[config.mk]
export PLATFORM = sky130hd
export DESIGN_NAME = ccu_unit
export DESIGN_NICKNAME = d
export VERILOG_FILES = /design/src/verilog/ccu_pkg.sv /design/src/verilog/ccu_unit.sv
export VERILOG_INCLUDE_DIRS = /design/src /design/src/verilog
export SDC_FILE = /design/constraint.sdc
export NUM_CORES = 2
export LEC_CHECK = 0
export CAP_MARGIN = 20
export CORE_ASPECT_RATIO = 1.25
export CORE_MARGIN = 3
export CORE_UTILIZATION = 25
export DETAILED_ROUTE_END_ITERATION = 10
export DONT_BUFFER_PORTS = 1
export PLACE_DENSITY_LB_ADDON = 0.3
export SLEW_MARGIN = 5
export SYNTH_ARGS = -nofsm -noshare
export SYNTH_HDL_FRONTEND = slang
export SYNTH_SLANG_ARGS = --single-unit
[constraint.sdc]
create_clock -name clock -period 36.4 [get_ports clock]
set_input_delay 0 -clock clock [delete_from_list [all_inputs] [get_ports clock]]
set_output_delay 0 -clock clock [all_outputs]
set_load 0.05 [all_outputs]
[src/verilog/ccu_params.svh]
// constants of the checksum unit: register offsets, field positions, reset values, buffer size
// assumes byte offsets within the unit, decoded from the low address bits
`ifndef CCU_PARAMS_SVH
`define CCU_PARAMS_SVH

`define CCU_ADDR_BITS 5
`define CCU_OFF_DATA 5'h00
`define CCU_OFF_SPARE 5'h04
`define CCU_OFF_CTRL 5'h08
`define CCU_OFF_START 5'h10
`define CCU_OFF_GEN 5'h14

`define CCU_RST_DATA 32'hffff_ffff
`define CCU_RST_SPARE 8'h00
`define CCU_RST_START 32'hffff_ffff
`define CCU_RST_GEN 32'h04c1_1db7

`define CCU_CTRL_RESET_BIT 0
`define CCU_CTRL_GW_LSB 3
`define CCU_CTRL_GW_MSB 4
`define CCU_CTRL_IN_LSB 5
`define CCU_CTRL_IN_MSB 6
`define CCU_CTRL_OUT_BIT 7

`define CCU_FIFO_DEPTH 16
`define CCU_FIFO_WIDTH 34

`endif

[src/verilog/ccu_pkg.sv]
// types shared by the checksum unit
// assumes ccu_params.svh carries the numeric constants
package ccu_pkg;
    typedef enum logic [1:0] {
        GW_32 = 2'b00,
        GW_16 = 2'b01,
        GW_8 = 2'b10,
        GW_7 = 2'b11
    } ccu_gen_width_type;

    typedef enum logic [1:0] {
        FLIP_NONE = 2'b00,
        FLIP_BYTE = 2'b01,
        FLIP_HALF = 2'b10,
        FLIP_WORD = 2'b11
    } ccu_flip_type;

    typedef enum logic [1:0] {
        SZ_BYTE = 2'b00,
        SZ_HALF = 2'b01,
        SZ_WORD = 2'b10,
        SZ_BAD = 2'b11
    } ccu_size_type;

    typedef enum logic {
        ENG_IDLE = 1'b0,
        ENG_RUN = 1'b1
    } ccu_eng_state_type;
endpackage

[src/verilog/ccu_unit.sv]
// checksum unit: ahb-lite slave, 16-entry input fifo and a byte-per-cycle checksum engine
// assumes one clock, synchronous active-high reset, hsel already decoded for the unit's window
`timescale 1ns/10ps
`include "ccu_params.svh"

// input buffer: width and depth shape the storage; valid/ready on both sides
module ccu_fifo #(
    parameter int WIDTH = 34,
    parameter int DEPTH = 16
) (
    input wire logic clock,
    input wire logic rst,
    input wire logic in_valid,
    output logic in_ready,
    input wire logic [WIDTH-1:0] in_data,
    output logic out_valid,
    input wire logic out_ready,
    output logic [WIDTH-1:0] out_data
);
    localparam int AW = $clog2(DEPTH);
    logic [WIDTH-1:0] mem_ff [DEPTH];
    logic [AW-1:0] wr_ptr_ff;
    logic [AW-1:0] rd_ptr_ff;
    logic [AW:0] count_ff;
    logic push;
    logic pop;

    assign in_ready = (count_ff != DEPTH[AW:0]);
    assign out_valid = (count_ff != '0);
    assign out_data = mem_ff[rd_ptr_ff];
    assign push = in_valid && in_ready;
    assign pop = out_valid && out_ready;

    // storage has no reset; only pointers and count need a defined value
    always_ff @(posedge clock) begin
        if (push) begin
            mem_ff[wr_ptr_ff] <= in_data;
        end
    end

    // pointers wrap naturally since depth is a power of two
    always_ff @(posedge clock) begin
        if (rst) begin
            wr_ptr_ff <= '0;
            rd_ptr_ff <= '0;
            count_ff <= '0;
        end else begin
            if (push) begin
                wr_ptr_ff <= wr_ptr_ff + 1'b1;
            end
            if (pop) begin
                rd_ptr_ff <= rd_ptr_ff + 1'b1;
            end
            if (push && !pop) begin
                count_ff <= count_ff + 1'b1;
            end else if (pop && !push) begin
                count_ff <= count_ff - 1'b1;
            end
        end
    end
endmodule

// Notes on behaviour
// data register takes word, half, byte writes
// data write feeds engine; read returns result
// narrow widths use low-order bits both ways
// spare byte untouched by calculation reset
// control bit 7 reverses the result
// control 6:5 reverses input per byte/half/word
// control 4:3 selects 32/16/8/7-bit generator
// control bit 0 reloads start value
// bit 0 set only; hardware clears it
// start value at 0x10, resets all ones
// generator at 0x14, resets 0x04C11DB7
// software puts narrow generators in low bits
// software keeps reserved bits at reset
// four, two or one cycles per write
// start value write also loads data register
// input buffer takes writes without wait; the code adds wait states while the buffer is full or a reload is pending
// software changes generator only when idle
// msb-first shift, xor generator on feedback
module ccu_unit (
    input wire logic clock,
    input wire logic rst,
    input wire logic hsel,
    input wire logic [31:0] haddr,
    input wire logic [1:0] htrans,
    input wire logic hwrite,
    input wire logic [2:0] hsize,
    input wire logic [31:0] hwdata,
    input wire logic hready,
    output logic hreadyout,
    output logic hresp,
    output logic [31:0] hrdata
);
    import ccu_pkg::*;

    // address-phase capture
    logic ap_valid_ff;
    logic ap_write_ff;
    logic [`CCU_ADDR_BITS-1:0] ap_addr_ff;
    logic [2:0] ap_size_ff;
    // registers
    logic [31:0] checksum_value_field_ff;
    logic [7:0] spare_byte_field_ff;
    logic output_bit_flip_ff;
    ccu_flip_type input_bit_flip_ff;
    ccu_gen_width_type generator_width_ff;
    logic [31:0] start_value_ff;
    logic [31:0] generator_coeff_field_ff;
    logic load_req_ff;
    // engine
    ccu_eng_state_type eng_state_ff;
    logic [31:0] shift_ff;
    logic [1:0] bytes_left_ff;
    // fifo wiring
    logic fifo_in_valid;
    logic fifo_in_ready;
    logic [`CCU_FIFO_WIDTH-1:0] fifo_in_data;
    logic fifo_out_valid;
    logic fifo_out_ready;
    logic [`CCU_FIFO_WIDTH-1:0] fifo_out_data;
    // data-phase decode
    logic dp_wr;
    logic dp_rd;
    logic dp_word;
    logic dp_data_wr;
    logic dp_data_rd;
    logic stall;
    logic engine_quiet;
    logic load_now;
    logic [31:0] first_word;
    ccu_size_type first_size;
    logic [31:0] flipped;
    logic [31:0] aligned;
    logic [31:0] result_view;
    logic [31:0] nxt_hrdata;

    // reverse all 32 bits
    function automatic logic [31:0] rev32(input logic [31:0] v);
        logic [31:0] r;
        r = '0;
        for (int i = 0; i < 32; i++) begin
            r[i] = v[31-i];
        end
        return r;
    endfunction

    // mask selecting the generator width's low bits
    function automatic logic [31:0] width_mask(input ccu_gen_width_type gw);
        logic [31:0] m;
        case (gw)
            GW_32: m = 32'hffff_ffff;
            GW_16: m = 32'h0000_ffff;
            GW_8: m = 32'h0000_00ff;
            GW_7: m = 32'h0000_007f;
            default: m = 32'hffff_ffff;
        endcase
        return m;
    endfunction

    // msb-first bitwise division over one byte
    function automatic logic [31:0] step8(input logic [31:0] c, input logic [7:0] b,
                                          input logic [31:0] generator_coeff_field, input ccu_gen_width_type gw);
        logic [31:0] r;
        logic fb;
        logic top;
        r = c;
        fb = 1'b0;
        top = 1'b0;
        for (int i = 7; i >= 0; i--) begin
            case (gw)
                GW_32: top = r[31];
                GW_16: top = r[15];
                GW_8: top = r[7];
                GW_7: top = r[6];
                default: top = r[31];
            endcase
            fb = top ^ b[i];
            r = r << 1;
            if (fb) begin
                r = r ^ generator_coeff_field;
            end
            r = r & width_mask(gw);
        end
        return r;
    endfunction

    // input reversal; a narrow write only reverses within what it carries
    function automatic logic [31:0] flip_in(input logic [31:0] d, input ccu_flip_type f,
                                            input ccu_size_type sz);
        logic [31:0] r;
        logic [31:0] w;
        r = d;
        w = rev32(d);
        case (f)
            FLIP_NONE: r = d;
            FLIP_BYTE: r = {w[7:0], w[15:8], w[23:16], w[31:24]};
            FLIP_HALF: r = (sz == SZ_BYTE) ? {w[7:0], w[15:8], w[23:16], w[31:24]} : {w[15:0], w[31:16]};
            FLIP_WORD: begin
                case (sz)
                    SZ_BYTE: r = {24'h00_0000, w[31:24]};
                    SZ_HALF: r = {16'h0000, w[31:16]};
                    default: r = w;
                endcase
            end
            default: r = d;
        endcase
        return r;
    endfunction

    // address phase: latch every selected transfer while the bus is ready
    always_ff @(posedge clock) begin
        if (rst) begin
            ap_valid_ff <= 1'b0;
            ap_write_ff <= 1'b0;
            ap_addr_ff <= '0;
            ap_size_ff <= 3'h0;
        end else if (hready) begin
            ap_valid_ff <= hsel && htrans[1];
            ap_write_ff <= hwrite;
            ap_addr_ff <= haddr[`CCU_ADDR_BITS-1:0];
            ap_size_ff <= hsize;
        end
    end

    assign dp_wr = ap_valid_ff && ap_write_ff;
    assign dp_rd = ap_valid_ff && !ap_write_ff;
    assign dp_word = (ap_size_ff == 3'h2);
    // data register takes word, half-word and byte, right-aligned only
    assign dp_data_wr = dp_wr && (ap_addr_ff == `CCU_OFF_DATA) && (ap_size_ff <= 3'h2)
                        && (ap_addr_ff[1:0] == 2'b00);
    assign dp_data_rd = dp_rd && (ap_addr_ff == `CCU_OFF_DATA);
    assign engine_quiet = (eng_state_ff == ENG_IDLE) && !fifo_out_valid;

    // a full buffer, or a pending reload, holds data writes so order is kept;
    // reads of the result wait for the engine so they never see a half-done value
    assign stall = (dp_data_wr && (!fifo_in_ready || load_req_ff))
                   || (dp_data_rd && (!engine_quiet || load_req_ff));
    assign hreadyout = !stall;
    assign hresp = 1'b0;

    // buffer entry: size in the top two bits, data below
    assign fifo_in_valid = dp_data_wr && !load_req_ff;
    assign fifo_in_data = {ap_size_ff[1:0], hwdata};

    ccu_fifo #(
        .WIDTH(`CCU_FIFO_WIDTH),
        .DEPTH(`CCU_FIFO_DEPTH)
    ) u_fifo (
        .clock(clock),
        .rst(rst),
        .in_valid(fifo_in_valid),
        .in_ready(fifo_in_ready),
        .in_data(fifo_in_data),
        .out_valid(fifo_out_valid),
        .out_ready(fifo_out_ready),
        .out_data(fifo_out_data)
    );

    // spare byte: word writes only, never touched by the reload
    always_ff @(posedge clock) begin
        if (rst) begin
            spare_byte_field_ff <= `CCU_RST_SPARE;
        end else if (dp_wr && dp_word && ap_addr_ff == `CCU_OFF_SPARE) begin
            spare_byte_field_ff <= hwdata[7:0];
        end
    end

    // control fields, word writes only
    always_ff @(posedge clock) begin
        if (rst) begin
            output_bit_flip_ff <= 1'b0;
            input_bit_flip_ff <= FLIP_NONE;
            generator_width_ff <= GW_32;
        end else if (dp_wr && dp_word && ap_addr_ff == `CCU_OFF_CTRL) begin
            output_bit_flip_ff <= hwdata[`CCU_CTRL_OUT_BIT];
            input_bit_flip_ff <= ccu_flip_type'(hwdata[`CCU_CTRL_IN_MSB:`CCU_CTRL_IN_LSB]);
            generator_width_ff <= ccu_gen_width_type'(hwdata[`CCU_CTRL_GW_MSB:`CCU_CTRL_GW_LSB]);
        end
    end

    // start value and generator coefficients
    always_ff @(posedge clock) begin
        if (rst) begin
            start_value_ff <= `CCU_RST_START;
            generator_coeff_field_ff <= `CCU_RST_GEN;
        end else if (dp_wr && dp_word) begin
            if (ap_addr_ff == `CCU_OFF_START) begin
                start_value_ff <= hwdata;
            end
            if (ap_addr_ff == `CCU_OFF_GEN) begin
                generator_coeff_field_ff <= hwdata;
            end
        end
    end

    // reload request: set by a 1 in bit 0 or by a start-value write, cleared once done;
    // a new request in the clearing cycle wins so none is lost
    assign load_now = load_req_ff && engine_quiet;
    always_ff @(posedge clock) begin
        if (rst) begin
            load_req_ff <= 1'b0;
        end else if (dp_wr && dp_word && ap_addr_ff == `CCU_OFF_CTRL && hwdata[`CCU_CTRL_RESET_BIT]) begin
            load_req_ff <= 1'b1;
        end else if (dp_wr && dp_word && ap_addr_ff == `CCU_OFF_START) begin
            load_req_ff <= 1'b1;
        end else if (load_now) begin
            load_req_ff <= 1'b0;
        end
    end

    // first word out of the buffer, reversed and left-aligned so the engine eats top bytes
    assign first_size = ccu_size_type'(fifo_out_data[33:32]);
    assign first_word = fifo_out_data[31:0];
    assign flipped = flip_in(first_word, input_bit_flip_ff, first_size);
    always_comb begin
        case (first_size)
            SZ_BYTE: aligned = {flipped[7:0], 24'h00_0000};
            SZ_HALF: aligned = {flipped[15:0], 16'h0000};
            default: aligned = flipped;
        endcase
    end
    assign fifo_out_ready = (eng_state_ff == ENG_IDLE) && !load_req_ff;

    // engine: first byte in the pop cycle, one byte per cycle after, so 4/2/1 cycles
    always_ff @(posedge clock) begin
        if (rst) begin
            eng_state_ff <= ENG_IDLE;
            shift_ff <= 32'h0000_0000;
            bytes_left_ff <= 2'b00;
            checksum_value_field_ff <= `CCU_RST_DATA;
        end else begin
            case (eng_state_ff)
                ENG_IDLE: begin
                    if (load_now) begin
                        checksum_value_field_ff <= start_value_ff & width_mask(generator_width_ff);
                    end else if (fifo_out_valid && fifo_out_ready) begin
                        checksum_value_field_ff <= step8(checksum_value_field_ff, aligned[31:24],
                                                         generator_coeff_field_ff, generator_width_ff);
                        shift_ff <= {aligned[23:0], 8'h00};
                        if (first_size == SZ_WORD) begin
                            bytes_left_ff <= 2'b11;
                            eng_state_ff <= ENG_RUN;
                        end else if (first_size == SZ_HALF) begin
                            bytes_left_ff <= 2'b01;
                            eng_state_ff <= ENG_RUN;
                        end
                    end
                end
                ENG_RUN: begin
                    checksum_value_field_ff <= step8(checksum_value_field_ff, shift_ff[31:24],
                                                     generator_coeff_field_ff, generator_width_ff);
                    shift_ff <= {shift_ff[23:0], 8'h00};
                    bytes_left_ff <= bytes_left_ff - 2'b01;
                    if (bytes_left_ff == 2'b01) begin
                        eng_state_ff <= ENG_IDLE;
                    end
                end
                default: begin
                    eng_state_ff <= ENG_IDLE;
                end
            endcase
        end
    end

    // result view: narrow result stays low; reversal acts within the generator width
    always_comb begin
        case (generator_width_ff)
            GW_16: result_view = rev32(checksum_value_field_ff) >> 16;
            GW_8: result_view = rev32(checksum_value_field_ff) >> 24;
            GW_7: result_view = rev32(checksum_value_field_ff) >> 25;
            default: result_view = rev32(checksum_value_field_ff);
        endcase
        if (!output_bit_flip_ff) begin
            result_view = checksum_value_field_ff;
        end
    end

    // read mux; unmapped offsets read as zero with an okay answer
    always_comb begin
        case (ap_addr_ff)
            `CCU_OFF_DATA: nxt_hrdata = result_view;
            `CCU_OFF_SPARE: nxt_hrdata = {24'h00_0000, spare_byte_field_ff};
            `CCU_OFF_CTRL: nxt_hrdata = {24'h00_0000, output_bit_flip_ff, input_bit_flip_ff,
                                         generator_width_ff, 2'b00, load_req_ff};
            `CCU_OFF_START: nxt_hrdata = start_value_ff;
            `CCU_OFF_GEN: nxt_hrdata = generator_coeff_field_ff;
            default: nxt_hrdata = 32'h0000_0000;
        endcase
    end
    // only word reads of the other registers carry data; the data register allows any width
    assign hrdata = (dp_rd && (dp_word || ap_addr_ff == `CCU_OFF_DATA)) ? nxt_hrdata : 32'h0000_0000;
endmodule

== Yosys cells after proc, flatten, opt, wreduce, memory -nomap -nowiden ==
Memories as Yosys holds them, arrays and structs flattened. A register that Yosys moved wholly into a read port is not among the register bits.
Cells that the tools add are included.
Operators by class
  multiplexer cells: 171
  add/subtract/negate cells: 5
  bitwise operators: 49
  $lt $le $gt $ge: 1
  reductions and logical operators: 47
  equal/unequal tests: 19
Operators by type and width (number)
  $mux 32: 80
  $and 32x32->32: 17
  $xor 32x32->32: 15
  $pmux 32 s2: 4
  $pmux 32 s4: 2
  $pmux 32 s5: 1
  $pmux 32 s3: 1
  $pmux 1 s4: 15
  $mux 1: 58
  $logic_and 1x1->1: 23
  $xor 1x1->1: 16
  $eq 2x2->1 const B: 5
  $eq 5x5->1 const B: 2
  $mux 5: 2
  $add 4x1->4 const B: 2
  $eq 2x1->1 const B: 4
  $logic_not 1->1: 8
  $logic_not 2->1: 4
  $mux 2: 4
  $mux 4: 2
  $reduce_and 2->1: 3
  $add 5x1->5 const B: 1
  $eq 5x3->1 const B: 1
  $eq 5x4->1 const B: 1
  18 further kinds: 21
Word-level totals
  output and inout port bits: 34
  memory bits (writable): 544
  memories kept: 1
  register bits after elaboration: 168
  input bits: 74
Memory list
  u_fifo.mem_ff: words 16, bits a word 34, rd ports 1, clocked after memory_dff 1, write ports 1, line ccu_unit.sv:21  | logic [WIDTH-1:0] mem_ff [DEPTH];

== Depth between registers and ports, before layout ==
  depth in word-level cells: 101
  mapped depth: 54
  depth with buffers taken out: 36

== By module ==
Synthesis repeated with hierarchy kept, for this count alone.
Second synthesis, totals
  cell total of the unflattened synthesis: 3674
  area, all modules: 40060.9 um2
By module, submodules not included
  ccu_fifo: times used 1, area each 21274.2 um2, cells each 944
  ccu_unit: times used 1, area each 18786.8 um2, cells each 2730

== Worst setup path after synthesis ==
No wires, ideal clock.
  path type: register -> register
  start: register with a tool-made name
  end: register checksum_value_field_ff[7]
  arrival: 13961 ps
  required time: 36278 ps
  setup slack: 22317 ps
  cell stages (with the launch flop): 52
  library setup time: 122 ps
  path through: dfxtp_1 > buf_6 > buf_6 > buf_6 > buf_6 > buf_6 > buf_2 > buf_2 > buf_2 > clkbuf_1 > clkbuf_1 > clkbuf_1 > buf_1 > mux4_2 > mux4_2 > inv_1 > ha_1 > clkbuf_1 > [... 16 more ...] > mux2i_1 > xnor2_1 > mux4_2 > buf_2 > mux2i_1 > mux2i_1 > o2111a_2 > mux2i_1 > mux2i_1 > or2_1 > o211ai_1 > a21o_1 > nand3b_1 > a311o_2 > xnor2_4 > buf_4 > a21oi_1 > o32a_1
RTL lines
  to (signal assigned): line ccu_unit.sv:332  | checksum_value_field_ff <= `CCU_RST_DATA;
  to (signal assigned): line ccu_unit.sv:337  | checksum_value_field_ff <= start_value_ff & width_mask(generator_width_ff);
  to (signal assigned): line ccu_unit.sv:339  | checksum_value_field_ff <= step8(checksum_value_field_ff, aligned[31:24],
  to (decl): line ccu_unit.sv:104  | logic [31:0] checksum_value_field_ff;

==> summary.md <==
| Metric | Value |
|---|---|
| Number of buffers created by CTS | `72` |
| First-pass iteration count of the detailed router | `7` |
| Critical-path top delay cell | `a32oi_1` |
| Share of the cycle needed by the critical path after routing | `40.6%` |
| Effective utilization at floorplan | `25.2%` |
| Fraction of final layout cells sized beyond drive strength 1 | `13.5%` |
| Global-route wire length before repair | `196000 um` |
| Setup slack, reg-to-reg | `21620 ps` |
| Routed length on met1 | `55100 um` |
| Largest fanout on the critical path | `47` |
| Starting DRT DRC Count | `2786` |
| Number of levels in the clock H-tree | `3` |
| Period minus WS final | `14780 ps` |
| Number of flip-flops and latches in the synthesized netlist | `708` |
| Buf+Inv Stages, Crit Path | `7` |
| Synth cell types | `96` |
| Placer Congestion | `0.867` |
| Post-layout power | `4.70 mW` |
| Setup repair after global routing missed its margin | `no` |
| Number of input and output port buffers inserted | `0` |
| Overall fraction of global-route tracks in use | `16.0%` |
| Maximum cell stage delay along the critical path | `890 ps` |
| Library cell used as clock root buffer | `clkbuf_16` |
| Total grt overflow | `0` |
| Number of warning messages in the yosys log | `0` |
| Transition time at the pin with the least slew margin | `1180 ps` |
| Count of final setup violators | `0` |
| EDFF count, synth | `544` |
| Fraction of post-synthesis cell area in the top cell type by area | `41.0%` |
| Post CTS Setup Buffer Count | `0` |
| Synthesized netlist net count | `3714` |
| Core Area | `158000 um^2` |
| Post-cts hold buffer count | `48` |
| Sink of the worst hold path | `ap_write_ff$_SDFFE_PP0P_` |
| Final hold violation count | `0` |
| Summed instance area of the synthesized netlist | `39800 um^2` |
| Most instantiated library cell after synthesis | `nand2_1` |
| Arrival time at the worst endpoint | `15330 ps` |
| End of the worst register-to-register path | `checksum_value_field_ff[21]$_SDFFE_PP1P_` |
| Number of nets in the layout | `3633` |
| Ys flop type | `edfxtp_1` |
| Leakage power summed over all cells | `14.5 nW` |
| Required time of the worst setup path | `36950 ps` |
| Met2 wire length | `65700 um` |
| Num rows | `163` |
| Most frequent cells after synthesis | `nand2_1, edfxtp_1, xnor2_1` |
| Number of routed nets with antenna violations | `0` |
| Clock latency on the worst-skew pair | `660 ps` |
| Ranking of synthesized cells by area | `edfxtp_1, mux4_2, dfxtp_1` |
| Met3 wire length | `8230 um` |
| Clock input transition at the sequential cells of the worst setup and hold paths | `70 ps` |
| Maximum buffer depth of the clock tree | `3` |
| Number of instances in the synthesized netlist | `3626` |
| FFs w/ async S/R, synth | `0%` |
| R2r worst-path depth | `42` |
| Hold Startpoint | `hwrite` |
| Sequential cell area fraction in the yosys report | `49.2%` |
| Worst path top cell family by delay | `compound AO/OA/AOI/OAI gates` |
| IO Pins | `108` |
| Routed wirelength normalized by instance count | `23.9 um` |
| Total DRC errors in the routed layout | `0` |
| Max Clk Rate | `67.7 MHz` |
| Max_slew headroom | `20.6%` |
| Max-slew violation count | `0` |
| Clock sink count | `708` |
| Largest net degree at the start of global routing | `158` |
| Run status | `finished, final reports clean` |
| Top cell type by total area after synthesis | `edfxtp_1` |
| Power density cells | `105 nW/um^2` |
| Die boundary height | `452 um` |
| Vias in the first global route | `27700` |
| Clock tree from TritonCTS | `yes` |
| Setup skew after layout | `47.4 ps` |
| Initial antenna violation count | `10` |
| Number of vias per cell | `5.07` |
| Crit path launch type | `register` |
| Mean area per synthesized cell | `11.0 um^2` |
| Number of cells on the worst hold path | `3` |
| Highest metal layer with signal wires | `met5` |
| Max_cap viols | `0` |
| Final Routed Wirelength | `135000 um` |
| Summed negative setup slack over all endpoints | `0 ps` |
| Width of the die | `363 um` |
| Kind of critical path | `reg -> reg` |
| Die Outline Area | `164000 um^2` |
| Worst min-delay path class | `in -> reg` |
| Detailed Place HPWL | `86400 um` |
| Endpoint type of the worst setup path | `register` |
| Largest vdd supply drop | `0.120 mV` |
| Total via count after detailed routing | `28700` |
| Post-cts resize count | `0` |
| Area Growth Syn to Fin | `12.5%` |
==> cell type report <==
class                   instances  area (um^2)
diodes                          4         10.0
fillers                     16200       113000
repair buffers                161         1350
clock buffers                  96         1940
flip-flops and latches        708        19600
well taps                    2062         2580
clock inverters                26          260
inverters                      38          143
multi-input cells            2564        18900
==> registers in the layout, indices dropped and copies added, names as in the netlist, named ones only <==
register                  cells
generator_width_ff            2
start_value_ff               32
u_fifo.wr_ptr_ff              4
ap_valid_ff                   1
u_fifo.mem_ff               544
generator_coeff_field_ff     32
u_fifo.count_ff               5
input_bit_flip_ff             2
ap_size_ff                    3
ap_write_ff                   1
eng_state_ff                  1
load_req_ff                   1
shift_ff                     24
ap_addr_ff                    5
output_bit_flip_ff            1
spare_byte_field_ff           8
checksum_value_field_ff      32
bytes_left_ff                 2
u_fifo.rd_ptr_ff              4
==> metrics by stage <==
stage / util [%] / hold WS, ps / instance area [um^2] / setup WS, ps / std cells
after floorplan: - / 98.9 / 39800 / 22320 / 3626
after global placement: 26.7 / 100 / 42100 / 21800 / 5484
after detailed placement: 26.7 / 100 / 42100 / 21610 / 5485
after CTS: 28.4 / 9.17 / 44800 / 21630 / 5655
after global routing: 28.4 / 53.4 / 44800 / 20690 / 5655
final: 28.4 / 59.3 / 44800 / 21620 / 5659
==> layout by cell type (no fill, tap or decap), drive strengths merged, types with 60 or more instances in the layout <==
cell type and instances:
a21oi 194, buf 114, clkbuf 96, dfxtp 164, edfxtp 544, mux2i 96, mux4 160, nand2 615
nor2 203, nor2b 60, o21ai 87, xnor2 348, xor2 93
==> worst min-delay path, delay by kind of cell <==
family / cells / cell delay [ps]
multiplexers: 1 / 70
AND/OR/NAND/NOR: 1 / 70
buffers and inverters: 1 / 520
==> cell families (layout without fill, tap and decap cells) <==
group | after synthesis | in the layout | synth area share, %
buffers and inverters | 354 | 321 | 3.61
flip-flops | 708 | 708 | 49.2
adder cells (fa/ha/maj) | 14 | 14 | 0.458
AND/OR/NAND/NOR | 1175 | 1175 | 13.2
AO/OA/AOI/OAI | 644 | 644 | 11.1
other | 1 | 5 | 0.00941
XOR/XNOR | 444 | 444 | 10.0
multiplexers | 286 | 286 | 12.3
==> worst max path at each step <==
stage,endpoint,from,cells past startpoint
after floorplan,checksum_value_field_ff[7]$_SDFFE_PP1P_,register,51
after global placement,checksum_value_field_ff[19]$_SDFFE_PP1P_,register,42
after detailed placement,checksum_value_field_ff[21]$_SDFFE_PP1P_,register,42
after CTS,checksum_value_field_ff[19]$_SDFFE_PP1P_,register,42
after global routing,checksum_value_field_ff[19]$_SDFFE_PP1P_,register,42
final,checksum_value_field_ff[21]$_SDFFE_PP1P_,register,42
==> per-layer routing <==
| layer | vias up | global-route usage [%] |
|---|---|---|
| met2 | 985 | 27.5 |
| met5 | - | 0 |
| met1 | 14500 | 19.9 |
| met3 | 248 | 2.69 |
| li1 | 13000 | - |
| met4 | 6 | 6.88 |
==> where the power goes <==
group / leakage, nW / switching, mW / internal (mW)
Sequential: 6.24 / 0.0802 / 0.908
Combinational: 7.25 / 1.75 / 1.25
Clock: 1.06 / 0.317 / 0.397
Total: 14.5 / 2.15 / 2.55
(Power assumes the default switching activity.)
